<file path="config.mk">
export PLATFORM = sky130hd
export DESIGN_NAME = wdat_watchdog_trap
export DESIGN_NICKNAME = d
export VERILOG_FILES = /design/src/core/wdat_pkg.sv /design/src/core/wdat_watchdog_trap.sv
export SDC_FILE = /design/constraint.sdc
export NUM_CORES = 1
export LEC_CHECK = 0
export BUFFER_PORTS_ARGS = -buffer_cell sky130_fd_sc_hd__buf_2
export CAP_MARGIN = 15
export CORE_MARGIN = 1
export CORE_UTILIZATION = 43
export DETAILED_ROUTE_END_ITERATION = 8
export GPL_TIMING_DRIVEN = 0
export MAX_ROUTING_LAYER = met4
export PLACE_DENSITY = 0.75
export SYNTH_ARGS = -nofsm -noshare
export SYNTH_HDL_FRONTEND = slang
export SYNTH_SLANG_ARGS = --single-unit
</file>
<file path="constraint.sdc">
create_clock -name mclk -period 1.65 [get_ports mclk]
set_clock_uncertainty 0.1 [all_clocks]
set_input_delay 0.165 -clock mclk [delete_from_list [all_inputs] [get_ports mclk]]
set_output_delay 0.165 -clock mclk [all_outputs]
set_load 0.02 [all_outputs]
</file>
<file path="src/core/wdat_pkg.sv">
// How it works
// RULE_01 - enable bit resets to one, counting starts
// RULE_02 - software disables: irq off, clear, enable0, disable
// RULE_03 - command codes: clear, disable, trap commit only
// RULE_04 - disable code acts only with enable bit zero
// RULE_05 - disabled watchdog holds binary counter cleared
// RULE_06 - clear resets binary counter, never the divider
// RULE_07 - overflow with select zero raises watchdog interrupt
// RULE_08 - watchdog interrupt ignores the global enable flag
// RULE_09 - new watchdog interrupt preempts, old one pends
// RULE_10 - software sets stack before interrupt mode selection
// RULE_11 - output select, once zero, stays zero until reset
// RULE_12 - overflow with select one requests system reset
// RULE_13 - trap or watchdog reset lasts 24 fc periods
// RULE_14 - low-speed reset restarts fast oscillator, timed by it
// RULE_15 - watchdog holds its count in stop, idle, sleep
// RULE_16 - ram trap bit applies only after commit code
// RULE_17 - fetch from register areas always traps
// RULE_18 - trap with action zero raises trap interrupt
// RULE_19 - trap with action one requests system reset
// RULE_20 - trap interrupt ignores the global enable flag
// RULE_21 - new trap interrupt preempts, old one pends
// RULE_22 - detect-time code picks divider tap, 00 longest
package wdat_pkg;

  // register indices; byte address is four times the index
  localparam logic [7:0]  CTRL_IDX       = 8'h34;
  localparam logic [7:0]  CMD_IDX        = 8'h35;
  localparam logic [7:0]  STAT_IDX       = 8'h38;
  localparam logic [9:0]  CTRL_ADDR      = {CTRL_IDX, 2'h0};
  localparam logic [9:0]  CMD_ADDR       = {CMD_IDX, 2'h0};
  localparam logic [9:0]  STAT_ADDR      = {STAT_IDX, 2'h0};

  // control register fields
  localparam int          CTL_RAMTRAP    = 5;
  localparam int          CTL_TRAPACT    = 4;
  localparam int          CTL_ENABLE     = 3;
  localparam int          CTL_DT_HI      = 2;
  localparam int          CTL_DT_LO      = 1;
  localparam int          CTL_OUTSEL     = 0;
  localparam logic [7:0]  CTRL_RESET     = 8'h39;

  // command codes
  localparam logic [7:0]  CMD_CLEAR      = 8'h4E;
  localparam logic [7:0]  CMD_DISABLE    = 8'hB1;
  localparam logic [7:0]  CMD_TRAPCOMMIT = 8'hD2;

  // status register fields
  localparam int          ST_RUNNING     = 0;
  localparam int          ST_ENABLE      = 1;
  localparam int          ST_OUTSEL      = 2;
  localparam int          ST_TRAPACT     = 3;
  localparam int          ST_RAMCOMMIT   = 4;
  localparam int          ST_RAMPEND     = 5;
  localparam int          ST_CNT_LO      = 6;
  localparam int          ST_RSTACTIVE   = 8;

  // fetch address areas
  localparam logic [15:0] SFR_LO         = 16'h0000;
  localparam logic [15:0] SFR_HI         = 16'h003F;
  localparam logic [15:0] RAM_LO         = 16'h0040;
  localparam logic [15:0] RAM_HI         = 16'h083F;
  localparam logic [15:0] DBR_LO         = 16'h0F80;
  localparam logic [15:0] DBR_HI         = 16'h0FFF;

  // reset pulse timing, mclk serves as the high-frequency clock
  localparam longint      FC_HZ          = 40000000;
  localparam longint      MCLK_HZ        = 40000000;
  localparam longint      RST_TIME_FC    = 24;
  localparam int          RST_CYCLES_RAW = int'((RST_TIME_FC * MCLK_HZ) / FC_HZ);
  localparam int          RST_CYCLES     = (RST_CYCLES_RAW < 1) ? 1 : RST_CYCLES_RAW;
  localparam logic [4:0]  RST_LAST       = 5'(RST_CYCLES - 1);

  // divider tap spacing between adjacent detect-time codes
  localparam int          TAP_STEP       = 2;

  typedef enum logic [0:0] {
    RS_IDLE  = 1'b0,
    RS_PULSE = 1'b1
  } wdat_rst_state_t;

endpackage : wdat_pkg

</file>
<file path="src/core/wdat_watchdog_trap.sv">
// The APB register port was decided locally.
`timescale 1ns/1ps
module wdat_watchdog_trap #(
  parameter int DIV_TOP = 22
) (
  input  wire logic        mclk,
  input  wire logic        rst,
  input  wire logic        psel,
  input  wire logic        penable,
  input  wire logic        pwrite,
  input  wire logic [9:0]  paddr,
  input  wire logic [31:0] pwdata,
  output logic [31:0]      prdata,
  output logic             pready,
  output logic             pslverr,
  input  wire logic        fetchValid,
  input  wire logic [15:0] fetchAddr,
  input  wire logic        lowPowerHold,
  input  wire logic        lowSpeedMode,
  output logic             wdInterruptReq,
  output logic             fetchTrapInterruptReq,
  output logic             sysResetReq,
  output logic             hfOscRestartReq
);

  ////////////////////////////////////////////////////////////////////////////
  function automatic logic inArea(input logic [15:0] a, input logic [15:0] lo,
                                  input logic [15:0] hi);
    inArea = (a >= lo) && (a <= hi);
  endfunction : inArea

  ////////////////////////////////////////////////////////////////////////////
  // apb slave: one wait state, so pready comes from a flop
  logic [31:0] prdata_q, prdata_d;
  logic        pready_q, pready_d;
  logic        pslverr_q, pslverr_d;
  logic        acc, ctrlWr, cmdWr;
  logic [7:0]  wByte;
  logic [31:0] statusWord;

  always_comb begin
    acc       = psel && penable && pready_q;
    wByte     = pwdata[7:0];
    ctrlWr    = acc && pwrite && (paddr == wdat_pkg::CTRL_ADDR);
    cmdWr     = acc && pwrite && (paddr == wdat_pkg::CMD_ADDR);
    pready_d  = psel && penable && !pready_q;
    prdata_d  = 32'h0000_0000;
    pslverr_d = 1'b0;
    if (pready_d) begin
      unique case (paddr)
        wdat_pkg::CTRL_ADDR, wdat_pkg::CMD_ADDR: prdata_d = 32'h0000_0000;
        wdat_pkg::STAT_ADDR:                     prdata_d = statusWord;
        default:                                 pslverr_d = 1'b1;
      endcase
    end
  end

  always_ff @(posedge mclk or posedge rst) begin
    if (rst) begin
      prdata_q  <= 32'h0000_0000;
      pready_q  <= 1'b0;
      pslverr_q <= 1'b0;
    end else begin
      prdata_q  <= prdata_d;
      pready_q  <= pready_d;
      pslverr_q <= pslverr_d;
    end
  end

  assign prdata  = prdata_q;
  assign pready  = pready_q;
  assign pslverr = pslverr_q;

  ////////////////////////////////////////////////////////////////////////////
  // watchdog: free divider, two-bit binary counter on the selected tap
  logic [DIV_TOP:0] div_q, div_d;
  logic [1:0]       cnt_q, cnt_d;
  logic [1:0]       dtSel_q, dtSel_d;
  logic             tapPrev_q, tapPrev_d;
  logic             enBit_q, enBit_d;
  logic             running_q, running_d;
  logic             outSel_q, outSel_d;
  logic             trapAct_q, trapAct_d;
  logic             ramPend_q, ramPend_d;
  logic             ramCommit_q, ramCommit_d;
  logic             tap, tick, ovf;

  always_comb begin
    tap         = div_q[DIV_TOP - wdat_pkg::TAP_STEP * int'(dtSel_q)];  // RULE_22
    tick        = tap && !tapPrev_q && running_q && !lowPowerHold;
    ovf         = tick && (cnt_q == 2'h3);
    div_d       = lowPowerHold ? div_q : div_q + 1'b1;                   // RULE_15
    tapPrev_d   = tap;
    enBit_d     = enBit_q;
    running_d   = running_q;
    outSel_d    = outSel_q;
    dtSel_d     = dtSel_q;
    trapAct_d   = trapAct_q;
    ramPend_d   = ramPend_q;
    ramCommit_d = ramCommit_q;
    cnt_d       = tick ? cnt_q + 2'h1 : cnt_q;
    if (ctrlWr) begin
      enBit_d   = wByte[wdat_pkg::CTL_ENABLE];
      running_d = running_q || wByte[wdat_pkg::CTL_ENABLE];
      dtSel_d   = wByte[wdat_pkg::CTL_DT_HI:wdat_pkg::CTL_DT_LO];
      outSel_d  = outSel_q && wByte[wdat_pkg::CTL_OUTSEL];             // RULE_11
      trapAct_d = wByte[wdat_pkg::CTL_TRAPACT];
      ramPend_d = wByte[wdat_pkg::CTL_RAMTRAP];
    end
    if (cmdWr) begin
      unique case (wByte)                                              // RULE_03
        wdat_pkg::CMD_CLEAR:      cnt_d = 2'h0;                        // RULE_06
        wdat_pkg::CMD_DISABLE:    if (!enBit_q) running_d = 1'b0;      // RULE_04
        wdat_pkg::CMD_TRAPCOMMIT: ramCommit_d = ramPend_q;             // RULE_16
        default:                  cnt_d = cnt_d;
      endcase
    end
    if (!running_d) begin
      cnt_d = 2'h0;                                                    // RULE_05
    end
  end

  always_ff @(posedge mclk or posedge rst) begin
    if (rst) begin
      div_q       <= '0;
      cnt_q       <= 2'h0;
      tapPrev_q   <= 1'b0;
      enBit_q     <= wdat_pkg::CTRL_RESET[wdat_pkg::CTL_ENABLE];       // RULE_01
      running_q   <= 1'b1;                                             // RULE_01
      outSel_q    <= wdat_pkg::CTRL_RESET[wdat_pkg::CTL_OUTSEL];
      dtSel_q     <= wdat_pkg::CTRL_RESET[wdat_pkg::CTL_DT_HI:wdat_pkg::CTL_DT_LO];
      trapAct_q   <= wdat_pkg::CTRL_RESET[wdat_pkg::CTL_TRAPACT];
      ramPend_q   <= wdat_pkg::CTRL_RESET[wdat_pkg::CTL_RAMTRAP];
      ramCommit_q <= wdat_pkg::CTRL_RESET[wdat_pkg::CTL_RAMTRAP];
    end else begin
      div_q       <= div_d;
      cnt_q       <= cnt_d;
      tapPrev_q   <= tapPrev_d;
      enBit_q     <= enBit_d;
      running_q   <= running_d;
      outSel_q    <= outSel_d;
      dtSel_q     <= dtSel_d;
      trapAct_q   <= trapAct_d;
      ramPend_q   <= ramPend_d;
      ramCommit_q <= ramCommit_d;
    end
  end

  ////////////////////////////////////////////////////////////////////////////
  // events: non-maskable pulses and the timed reset request
  wdat_pkg::wdat_rst_state_t rs_q, rs_d;
  logic [4:0] rstCnt_q, rstCnt_d;
  logic       wdIrq_q, wdIrq_d;
  logic       trapIrq_q, trapIrq_d;
  logic       hfRestart_q, hfRestart_d;
  logic       trapHit, wantReset;

  always_comb begin
    // register areas trap unconditionally, ram only once committed
    trapHit     = fetchValid && (inArea(fetchAddr, wdat_pkg::SFR_LO, wdat_pkg::SFR_HI) ||
                  inArea(fetchAddr, wdat_pkg::DBR_LO, wdat_pkg::DBR_HI) ||       // RULE_17
                  (ramCommit_q && inArea(fetchAddr, wdat_pkg::RAM_LO, wdat_pkg::RAM_HI)));
    // no interrupt flag gating: these requests reach the core unless a reset pulse is running
    wdIrq_d     = ovf && !outSel_q && (rs_q == wdat_pkg::RS_IDLE);      // RULE_07 RULE_08 RULE_09
    trapIrq_d   = trapHit && !trapAct_q && (rs_q == wdat_pkg::RS_IDLE); // RULE_18 RULE_20 RULE_21
    wantReset   = (ovf && outSel_q) || (trapHit && trapAct_q);          // RULE_12 RULE_19
    rs_d        = rs_q;
    rstCnt_d    = rstCnt_q;
    hfRestart_d = hfRestart_q;
    unique case (rs_q)
      wdat_pkg::RS_IDLE: begin
        if (wantReset) begin
          rs_d        = wdat_pkg::RS_PULSE;
          rstCnt_d    = 5'h00;
          hfRestart_d = lowSpeedMode;                                   // RULE_14
        end
      end
      wdat_pkg::RS_PULSE: begin
        // further events are dropped, the core is being reset anyway
        if (rstCnt_q == wdat_pkg::RST_LAST) begin                      // RULE_13
          rs_d        = wdat_pkg::RS_IDLE;
          hfRestart_d = 1'b0;
        end else begin
          rstCnt_d = rstCnt_q + 5'h01;
        end
      end
    endcase
  end

  always_ff @(posedge mclk or posedge rst) begin
    if (rst) begin
      rs_q        <= wdat_pkg::RS_IDLE;
      rstCnt_q    <= 5'h00;
      wdIrq_q     <= 1'b0;
      trapIrq_q   <= 1'b0;
      hfRestart_q <= 1'b0;
    end else begin
      rs_q        <= rs_d;
      rstCnt_q    <= rstCnt_d;
      wdIrq_q     <= wdIrq_d;
      trapIrq_q   <= trapIrq_d;
      hfRestart_q <= hfRestart_d;
    end
  end

  assign wdInterruptReq        = wdIrq_q;
  assign fetchTrapInterruptReq = trapIrq_q;
  assign sysResetReq           = (rs_q == wdat_pkg::RS_PULSE);
  assign hfOscRestartReq       = hfRestart_q;

  always_comb begin
    statusWord                                    = 32'h0000_0000;
    statusWord[wdat_pkg::ST_RUNNING]              = running_q;
    statusWord[wdat_pkg::ST_ENABLE]               = enBit_q;
    statusWord[wdat_pkg::ST_OUTSEL]               = outSel_q;
    statusWord[wdat_pkg::ST_TRAPACT]              = trapAct_q;
    statusWord[wdat_pkg::ST_RAMCOMMIT]            = ramCommit_q;
    statusWord[wdat_pkg::ST_RAMPEND]              = ramPend_q;
    statusWord[wdat_pkg::ST_CNT_LO +: 2]          = cnt_q;
    statusWord[wdat_pkg::ST_RSTACTIVE]            = (rs_q == wdat_pkg::RS_PULSE);
  end
endmodule : wdat_watchdog_trap

</file>
## Word level (Yosys, flattened, before mapping)

Cells that the tools add are included.

| storage, ports and cells | value |
|---|---|
| output and inout bits | 38 |
| input port bits | 66 |
| logic and storage cells | 100 |
| register bits after elaboration | 77 |

| operators by class | value |
|---|---|
| bitwise gates (word level) | 1 |
| order comparisons | 7 |
| multiplexer cells | 24 |
| equality and inequality tests | 11 |
| reductions and logical operators | 35 |
| add/sub/neg operators | 4 |

Operators by type and width:

| kind | number |
|---|---|
| 16-bit by 12-bit less-or-equal comparator with 1-bit output, second input constant | 2 |
| 32-bit 2-to-1 mux | 1 |
| 10-bit by 8-bit == test with 1-bit output, second input constant | 3 |
| 23-bit by 1-bit adder with 23-bit output, second input constant | 1 |
| 1-bit logical AND | 22 |
| 8-bit == test, second input constant | 2 |
| 16-bit by 1-bit greater-or-equal comparator with 1-bit output, second input constant | 1 |
| 16-bit by 12-bit greater-or-equal comparator with 1-bit output, second input constant | 1 |
| 16-bit by 7-bit greater-or-equal comparator with 1-bit output, second input constant | 1 |
| 16-bit by 6-bit less-or-equal comparator with 1-bit output, second input constant | 1 |
| 1-bit 2-to-1 mux | 12 |
| 5-bit 2-to-1 mux | 2 |
| 5-bit one-hot mux with 2 select lines | 1 |
| 9-bit 2-to-1 mux | 1 |
| 8-bit by 7-bit == test with 1-bit output, second input constant | 1 |
| 2-bit 2-to-1 mux | 4 |
| 6-bit by 7-bit less-than comparator with 1-bit output, second input constant | 1 |
| 2-bit AND reduction | 3 |
| 5-bit by 3-bit subtractor with 6-bit output, first input constant | 1 |
| 5-bit by 1-bit adder with 5-bit output, second input constant | 1 |
| 1-bit binary-select mux with 5-bit select | 1 |
| 5-bit == test, second input constant | 1 |
| 1-bit logical NOT | 5 |
| 1-bit logical OR | 4 |
| other kinds (7) | 9 |

## Logic depth before layout (Yosys ltp)

Gate-level depths: netlist (run 1).

| depth | value |
|---|---|
| depth in word-level cells | 12 |
| gate-level depth with buffers | 6 |
| depth with buffers taken out | 6 |

## Worst setup path before layout (run 1)

No wires, ideal clock.

| path | value |
|---|---|
| path type | register to register |
| from | register div_q[18] |
| to | register rs_q, in the netlist sysResetReq |
| buffers on the path | 0 |
| data arrival time | 1.425 ns |
| data required time | 1.408 ns |
| period minus slack after synthesis | 1.666 ns |
| path slack | -0.016 ns |
| stages on the path, launching flop included | 6 |
| setup time | 0.142 ns |
| cell sequence | dfrtp_1 > mux4_2 > nand3_2 > a2bb2oi_4 > nand2b_2 > a21boi_0 |

| on the way | value |
|---|---|
| cells in the longest elaborated chain, start to end | 11 |

Ends and longest elaborated chain:

| element | RTL line | text |
|---|---|---|
| start, declared | wdat_watchdog_trap.sv:76 | `logic [DIV_TOP:0] div_q, div_d;` |
| start signal, assigned | wdat_watchdog_trap.sv:136 | `div_q <= div_d;` |
| 1-bit binary-select mux with 5-bit select | wdat_watchdog_trap.sv:89 | `tap = div_q[DIV_TOP - wdat_pkg::TAP_STEP * int'(dtSel_q)];` |
| 1-bit 2-to-1 mux (implied by the code) (2 in series) | wdat_watchdog_trap.sv:89 |  |
| net tap | wdat_watchdog_trap.sv:86 | `logic tap, tick, ovf;` |
| 1-bit logical AND (3 in series) | wdat_watchdog_trap.sv:90 | `tick = tap && !tapPrev_q && running_q && !lowPowerHold;` |
| 1-bit logical AND | wdat_watchdog_trap.sv:91 | `ovf = tick && (cnt_q == 2'h3);` |
| 1-bit logical AND | wdat_watchdog_trap.sv:166 | `wantReset = (ovf && outSel_q) \|\| (trapHit && trapAct_q);` |
| 1-bit logical OR | wdat_watchdog_trap.sv:166 |  |
| 1-bit 2-to-1 mux | wdat_watchdog_trap.sv:172 | `if (wantReset) begin` |
| 1-bit one-hot mux with 2 select lines | wdat_watchdog_trap.sv:170 | `unique case (rs_q)` |
| net rs_d | wdat_watchdog_trap.sv:151 | `wdat_pkg::wdat_rst_state_t rs_q, rs_d;` |
| end signal, assigned | wdat_watchdog_trap.sv:192 | `rs_q <= wdat_pkg::RS_IDLE;` |
| end signal, assigned | wdat_watchdog_trap.sv:198 | `rs_q <= rs_d;` |
| end, declared | wdat_watchdog_trap.sv:151 |  |

The timed path passes the listed nets, and every way through them passes these cells. The select of a mux whose other input is x is not followed.
A chain may end at the register's enable or synchronous reset.

## Final worst setup path (run 1)

| path | value |
|---|---|
| from | register dtSel_q[0] |
| to | register rs_q, in the netlist sysResetReq |

| on the way | value |
|---|---|
| cells in the longest elaborated chain, start to end | 12 |

Ends and longest elaborated chain:

| element | RTL line | text |
|---|---|---|
| start, declared | wdat_watchdog_trap.sv:78 | `logic [1:0] dtSel_q, dtSel_d;` |
| start signal, assigned | wdat_watchdog_trap.sv:131 | `dtSel_q <= wdat_pkg::CTRL_RESET[wdat_pkg::CTL_DT_HI:wdat_pkg::CTL_DT_LO];` |
| start signal, assigned | wdat_watchdog_trap.sv:142 | `dtSel_q <= dtSel_d;` |
| 5-bit by 3-bit subtractor with 6-bit output | wdat_watchdog_trap.sv:89 |  |
| 1-bit binary-select mux with 5-bit select | wdat_watchdog_trap.sv:89 |  |
| 1-bit 2-to-1 mux (implied by the code) (2 in series) | wdat_watchdog_trap.sv:89 |  |
| net tap | wdat_watchdog_trap.sv:86 |  |
| 1-bit logical AND (3 in series) | wdat_watchdog_trap.sv:90 |  |
| 1-bit logical AND | wdat_watchdog_trap.sv:91 |  |
| 1-bit logical AND | wdat_watchdog_trap.sv:166 |  |
| 1-bit logical OR | wdat_watchdog_trap.sv:166 |  |
| 1-bit 2-to-1 mux | wdat_watchdog_trap.sv:172 |  |
| 1-bit one-hot mux with 2 select lines | wdat_watchdog_trap.sv:170 |  |
| net rs_d | wdat_watchdog_trap.sv:151 |  |

The timed path passes the listed nets, and every way through them passes these cells. The select of a mux whose other input is x is not followed.

==> reports/results.ini, run 1 <==
[power]
leakagePower_nw = 1.67
clkPwrFrac_pct = 27.6
p_sw_share_pct = 26.4
internal_power_mw = 2.00
power_switching_mw = 0.716
peakVddDrop_v = 0.000347
p_total_mw = 2.71
seqPwrFrac_pct = 54.7
comb_power_share_pct = 17.8
powerDensity_nw_per_um2 = 800

[critical_path]
endpoint_kind = flop
worstSetupPathType = flop to flop
crit_chain = mux4_2, nand3_4, a2bb2oi_4, nand2b_4, a21boi_1
required_ps = 1720
slowest_delay_ps = 560
cp.arrival_ps = 1810
startpoint_type = flop
r2r_slack_ps = -90
critPathMaxFanout = 6
r2r-end = sysResetReq
cp_top_family = multiplexers
startpoint = dtSel_q[0]
critPathCapture = sysResetReq
critPathBufInv = 0
timing.rr.start = dtSel_q[0]
path_depth = 5
r2r_cells = 5
slowest_stage = mux4_2

[global_routing]
grt_pass1_vias = 1759
grtUsageTotal_pct = 16.1
grt_max_degree = 45
met2_usage_pct = 24.3
met1_usage_pct = 21.7
grt_antenna_before_repair = 0
top_usage_layer = met2
grt_pass1_wl_mm = 7.77
overflow = 0
grtUsageMet3_pct = 3.03

[timing]
maxSlewViolCount = 0
setup_tns_ps = -283
final_hold_viol_count = 0
fin_crit_ps = 1740
worst_slack_ps = -87.2
setup_viol = 7
rsz0062_at_grt = true
fmax_ghz = 0.576
post-route-period-util_pct = 105

[clock_network]
clockRootBuffer = clkbuf_8
cts_buffer_depth = 2
htreeDepth = 2
cts_buffers = 5
worstSkewPairLatency_ps = 300
cts_tree = done
cts_num_sinks = 54
clkTransAtPathRegs_ps = 90

[final_layout]
fill_cells = 524
drive_above_1_share_pct = 39.5
multi_input_area_um2 = 1270
fin_util_pct = 56.6
final_area_um2 = 3390
layout_commonest_cell = buf_2
n_antenna_cell = 0
syn_to_final_growth_pct = 26.1
regArea_um2 = 1360
final_cell_mix = buf_2 (51), dfrtp_1 (48), buf_4 (35)
layout.nets = 402

[placed_design]
io_buffers = 50
hpwl_mm = 3.53
dpl_cell_area_um2 = 3140
place_congestion = 0.804

[synthesis]
ys_types = 50
syn_avg_cell_area_um2 = 11.2
ys.flop_type = dfrtp_1
seq_area_frac_synth_pct = 50.6
synthXorXnorAreaFrac_pct = 7.82
yosys_warnings = 0
synth.area.mux_share_pct = 4.52
ys_ff_latch = 54
synth_fa_ha_area_share_pct = 1.40
netlist_instances = 241
synth_top_family_by_area = simple AND/OR/NAND/NOR gates
synth-simple-area-share_pct = 20.8
synth-compound-area-share_pct = 6.84
netlist_area_um2 = 2690
synth_edf_count = 0
async_flop_share_pct = 100

[die]
fp.dieArea_um2 = 6570
dieHeight_um = 81.1
num_io_pins = 104
initial_utilization_pct = 44.9
rows = 28
fp.dieW_um = 81.1
core_um2 = 5990

[drt]
route.detailed.wl_per_inst_um = 11.7
drt-pass1-iter-count = 4
final_antenna_net_count = 0
wl_mm = 4.80
drc = 0
vias_per_cell = 4.72
via_count = 1932
first_iter_violations = 111

[run_status]
outcome = finished, violations left
violations = negative setup slack

[worst_hold_path]
min_path_type = input pin to flop

[flow_run]
drv_cap = 0

power by group through the flow:
stage / Sequential [mW] / Combinational (mW) / Clock (mW)
6_report: 1.48 / 0.482 / 0.747
5_1_grt: 1.50 / 0.533 / 0.811
4_1_cts: 1.47 / 0.451 / 0.765
3_5_place_dp: 1.52 / 0.365 / 0
3_3_place_gp: 1.52 / 0.345 / 0
2_1_floorplan: 1.51 / 0.267 / 0
flip-flops by register name, indices dropped and copies added, names as in the netlist:
name,count
rstCnt_q,5
dtSel_q,2
hfOscRestartReq,1
running_q,1
fetchTrapInterruptReq,1
pslverr,1
sysResetReq,1
wdInterruptReq,1
div_q,23
pready,1
enBit_q,1
ramPend_q,1
prdata,9
cnt_q,2
ramCommit_q,1
tapPrev_q,1
outSel_q,1
trapAct_q,1
kinds of logic after synthesis:
family,after synthesis
simple gates,96
flops,54
buf+inv,33
xor+xnor,24
compound gates,20
mux,10
fa+ha+maj,3
other cells,1
what timing repair did:
item / CTS / global route
pin swaps: 3 / 12
hold endpoints to repair: 48 / 0
buffers inserted: 7 / 5
gates resized for setup: 10 / 12
endpoints found under the setup margin: 33 / 32
hold buffers: 1 / 0
worst reg2reg max path: stages, from the launching register on:
cell and delay [ps]:
dfrtp_1 380, mux4_2 560, nand3_4 100, a2bb2oi_4 250, nand2b_4 90, a21boi_1 130
Yosys cell counts (all sizes together), types with 2 or more instances:
library cell,number,share of area [%]
dfstp,6,5.9
a21boi,2,0.56
nand3,15,3.0
nand4b,3,0.98
nand2,20,2.8
mux2,7,2.9
xnor2,20,6.5
buf,25,6.8
nor2,9,1.3
inv,7,0.98
a311oi,2,1.3
nand4,7,1.6
or4,2,0.70
and3,5,1.2
a31oi,2,0.47
o21ai,7,1.7
or3b,2,0.65
nand2b,6,1.5
ha,3,1.4
nor3,4,0.74
xor2,4,1.3
dfrtp,48,45
mux2i,2,0.74
and2,11,2.6
and4,4,1.3
per-stage QoR:
stage               hold WS, ps  cells  setup slack [ps]
CTS                        13.5    405             -99.4
global route               18.0    409              -144
detailed placement         9.18    389              -333
finish                     22.3    409             -87.2
floorplan                   158    263             -6.28
global placement            330    388              -553
metal layers:
metal,routed length [um],vias up
met4,70,0
met2,2250,61
met3,228,7
met1,2250,891
met5,0,-
li1,-,973
final cells by class:
class                      instances  share of cell area, %
buffer                            26                   5.58
tap                               75                   2.77
inverter                           7                  0.775
timing repair buffer              63                   10.7
clock inverter                     1                  0.148
clock buffer                       7                   2.55
sequential                        54                   40.1
multi-input combinational        176                   37.4
worst min path at each step:
stage | from | to | slack, ps | cells past startpoint
final | pwdata[0] | outSel_q | 20 | 3
after global routing | lowPowerHold | div_q[0] | 20 | 2
after CTS | pwdata[5] | ramPend_q | 10 | 2
after detailed placement | rst | prdata[2] | 9 | 2
after global placement | pwdata[5] | ramPend_q | 330 | 2
after floorplan | lowPowerHold | div_q[0] | 160 | 1
Power figures use the tool's default switching activity.
==> run 2: changes to the inputs <==
--- a/config.mk
+++ b/config.mk
@@ -12,7 +12,7 @@
 export DETAILED_ROUTE_END_ITERATION = 8
 export GPL_TIMING_DRIVEN = 0
 export MAX_ROUTING_LAYER = met4
-export PLACE_DENSITY = 0.75
+export PLACE_DENSITY = 0.83
 export SYNTH_ARGS = -nofsm -noshare
 export SYNTH_HDL_FRONTEND = slang
 export SYNTH_SLANG_ARGS = --single-unit
==> constraint.sdc (replaced) <==
create_clock -name mclk -period 1.65 [get_ports mclk]
set_clock_uncertainty 0.1 [all_clocks]
set_input_delay 0.165 -clock mclk [delete_from_list [all_inputs] [get_ports mclk]]
set_output_delay 0.165 -clock mclk [all_outputs]
set_load 0.01 [all_outputs]
==> reports/results.ini, run 2 (synthesis results as in run 1) <==
[final_layout]
largest_reg_flops = 23
stdcell_count = 409
final_area_um2 = 3410
n_antenna_cell = 0
multi_input_area_um2 = 1290
regArea_um2 = 1360
largest_register = div_q
layout_commonest_cell = buf_2
syn_to_final_growth_pct = 26.9
layout.nets = 403
fill_cells = 513
drive_above_1_share_pct = 40.1
fin_util_pct = 56.9
final_cell_mix = buf_2 (51), dfrtp_1 (48), buf_4 (35)

[worst_hold_path]
min_to = ramPend_q
holdPathStages = 2
min_path_type = input pin to flop
hp-start = pwdata[5]

[drt]
wirelength_met1_mm = 2.30
drc = 0
route.met3.wl_um = 237
first_iter_violations = 112
final_antenna_net_count = 0
via_count = 1973
route.detailed.wl_per_inst_um = 12.6
top_layer_used = met4
drt-pass1-iter-count = 4
vias_per_cell = 4.82
wl_mm = 5.17
wl_met2_mm = 2.55

[die]
fp.dieW_um = 81.1
fp.dieArea_um2 = 6570
core_um2 = 5990
num_io_pins = 104
dieHeight_um = 81.1
initial_utilization_pct = 44.9
rows = 28

[clock_network]
clkTransAtPathRegs_ps = 90
cts_tree = done
cts_buffers = 5
clockRootBuffer = clkbuf_8
cts_buffer_depth = 2
htreeDepth = 2
worstSkewPairLatency_ps = 300
cts_num_sinks = 54

[placed_design]
numPlacedInstances = 389
io_buffers = 50
place_congestion = 0.799
dpl_cell_area_um2 = 3140
hpwl_mm = 3.72

[critical_path]
endpoint_kind = flop
required_ps = 1720
r2r_slack_ps = -60
critPathMaxFanout = 6
slowest_delay_ps = 550
r2r_cells = 5
r2r-end = sysResetReq
worstSetupPathType = flop to flop
timing.rr.start = dtSel_q[0]
slowest_stage = mux4_2
cp.arrival_ps = 1780
startpoint_type = flop
crit_chain = mux4_2, nand3_4, a2bb2oi_4, nand2b_4, a21boi_1

[global_routing]
grt_pass1_vias = 1894
grt_max_degree = 41
grtUsageTotal_pct = 17.0
grt_pass1_wl_mm = 8.28
overflow = 0
grt_antenna_before_repair = 0

[timing]
final_hold_viol_count = 0
fmax_ghz = 0.584
fin_crit_ps = 1710
post-route-period-util_pct = 104
worst_slack_ps = -61.2
maxSlewViolCount = 0
setup_viol = 6
rsz0062_at_grt = true
setup_tns_ps = -259

[flow_run]
drv_cap = 0

[run_status]
violations = negative setup slack
outcome = finished, violations left

[power]
powerDensity_nw_per_um2 = 762
leakagePower_nw = 1.67
p_total_mw = 2.60
peakVddDrop_v = 0.000364

## run 2: worst max path at each step
stage	slack, ps	startpoint	depth (start not counted)	endpoint
after detailed placement	-290	paddr[2]	4	prdata[0]
after floorplan	3	div_q[18]	5	sysResetReq
after global routing	-140	trapAct_q	5	hfOscRestartReq
final	-60	dtSel_q[0]	5	sysResetReq
after global placement	-520	rst	2	prdata[4]
after CTS	-80	dtSel_q[0]	5	rstCnt_q[4]
## run 2: area by class of cell
class / instances / share of cell area [%]
Buffer: 26 / 5.65
Clock buffer: 7 / 2.24
Inverter: 7 / 0.770
Multi-Input combinational cell: 176 / 37.9
Sequential cell: 54 / 39.8
Tap cell: 75 / 2.75
Timing Repair Buffer: 64 / 10.9
## run 2: worst max-delay path, delay by kind of cell (launching register included)
| family | cells | cell delay [ps] |
|---|---|---|
| AO/OA/AOI/OAI | 2 | 380 |
| flip-flops | 1 | 370 |
| multiplexers | 1 | 550 |
| AND/OR/NAND/NOR | 2 | 180 |
## run 2: repair_timing
action	4_1_cts	5_1_grt
pin swaps	5	5
hold endpoints to repair	14	0
hold buffers	1	0
resized for setup	12	17
endpoints found under the setup margin	33	34
setup buffers	7	5
## run 2: routing by layer
layer,vias up,global-route usage [%]
li1,970,-
met1,942,21.4
met2,57,27.9
met3,4,2.70
met4,0,5.54
met5,-,-
## run 2: through the flow
step	hold slack (ps)	setup WS, ps
floorplan	158	3.49
global route	31.9	-140
CTS	23.1	-77.9
finish	27.1	-61.2
detailed placement	54.5	-290
global placement	334	-523
## run 2: power breakdown
| group | leakage, nW | switching, mW | internal (mW) |
|---|---|---|---|
| combinational | 0.938 | 0.219 | 0.215 |
| clock | 0.0383 | 0.388 | 0.293 |
| sequential | 0.692 | 0.0678 | 1.42 |
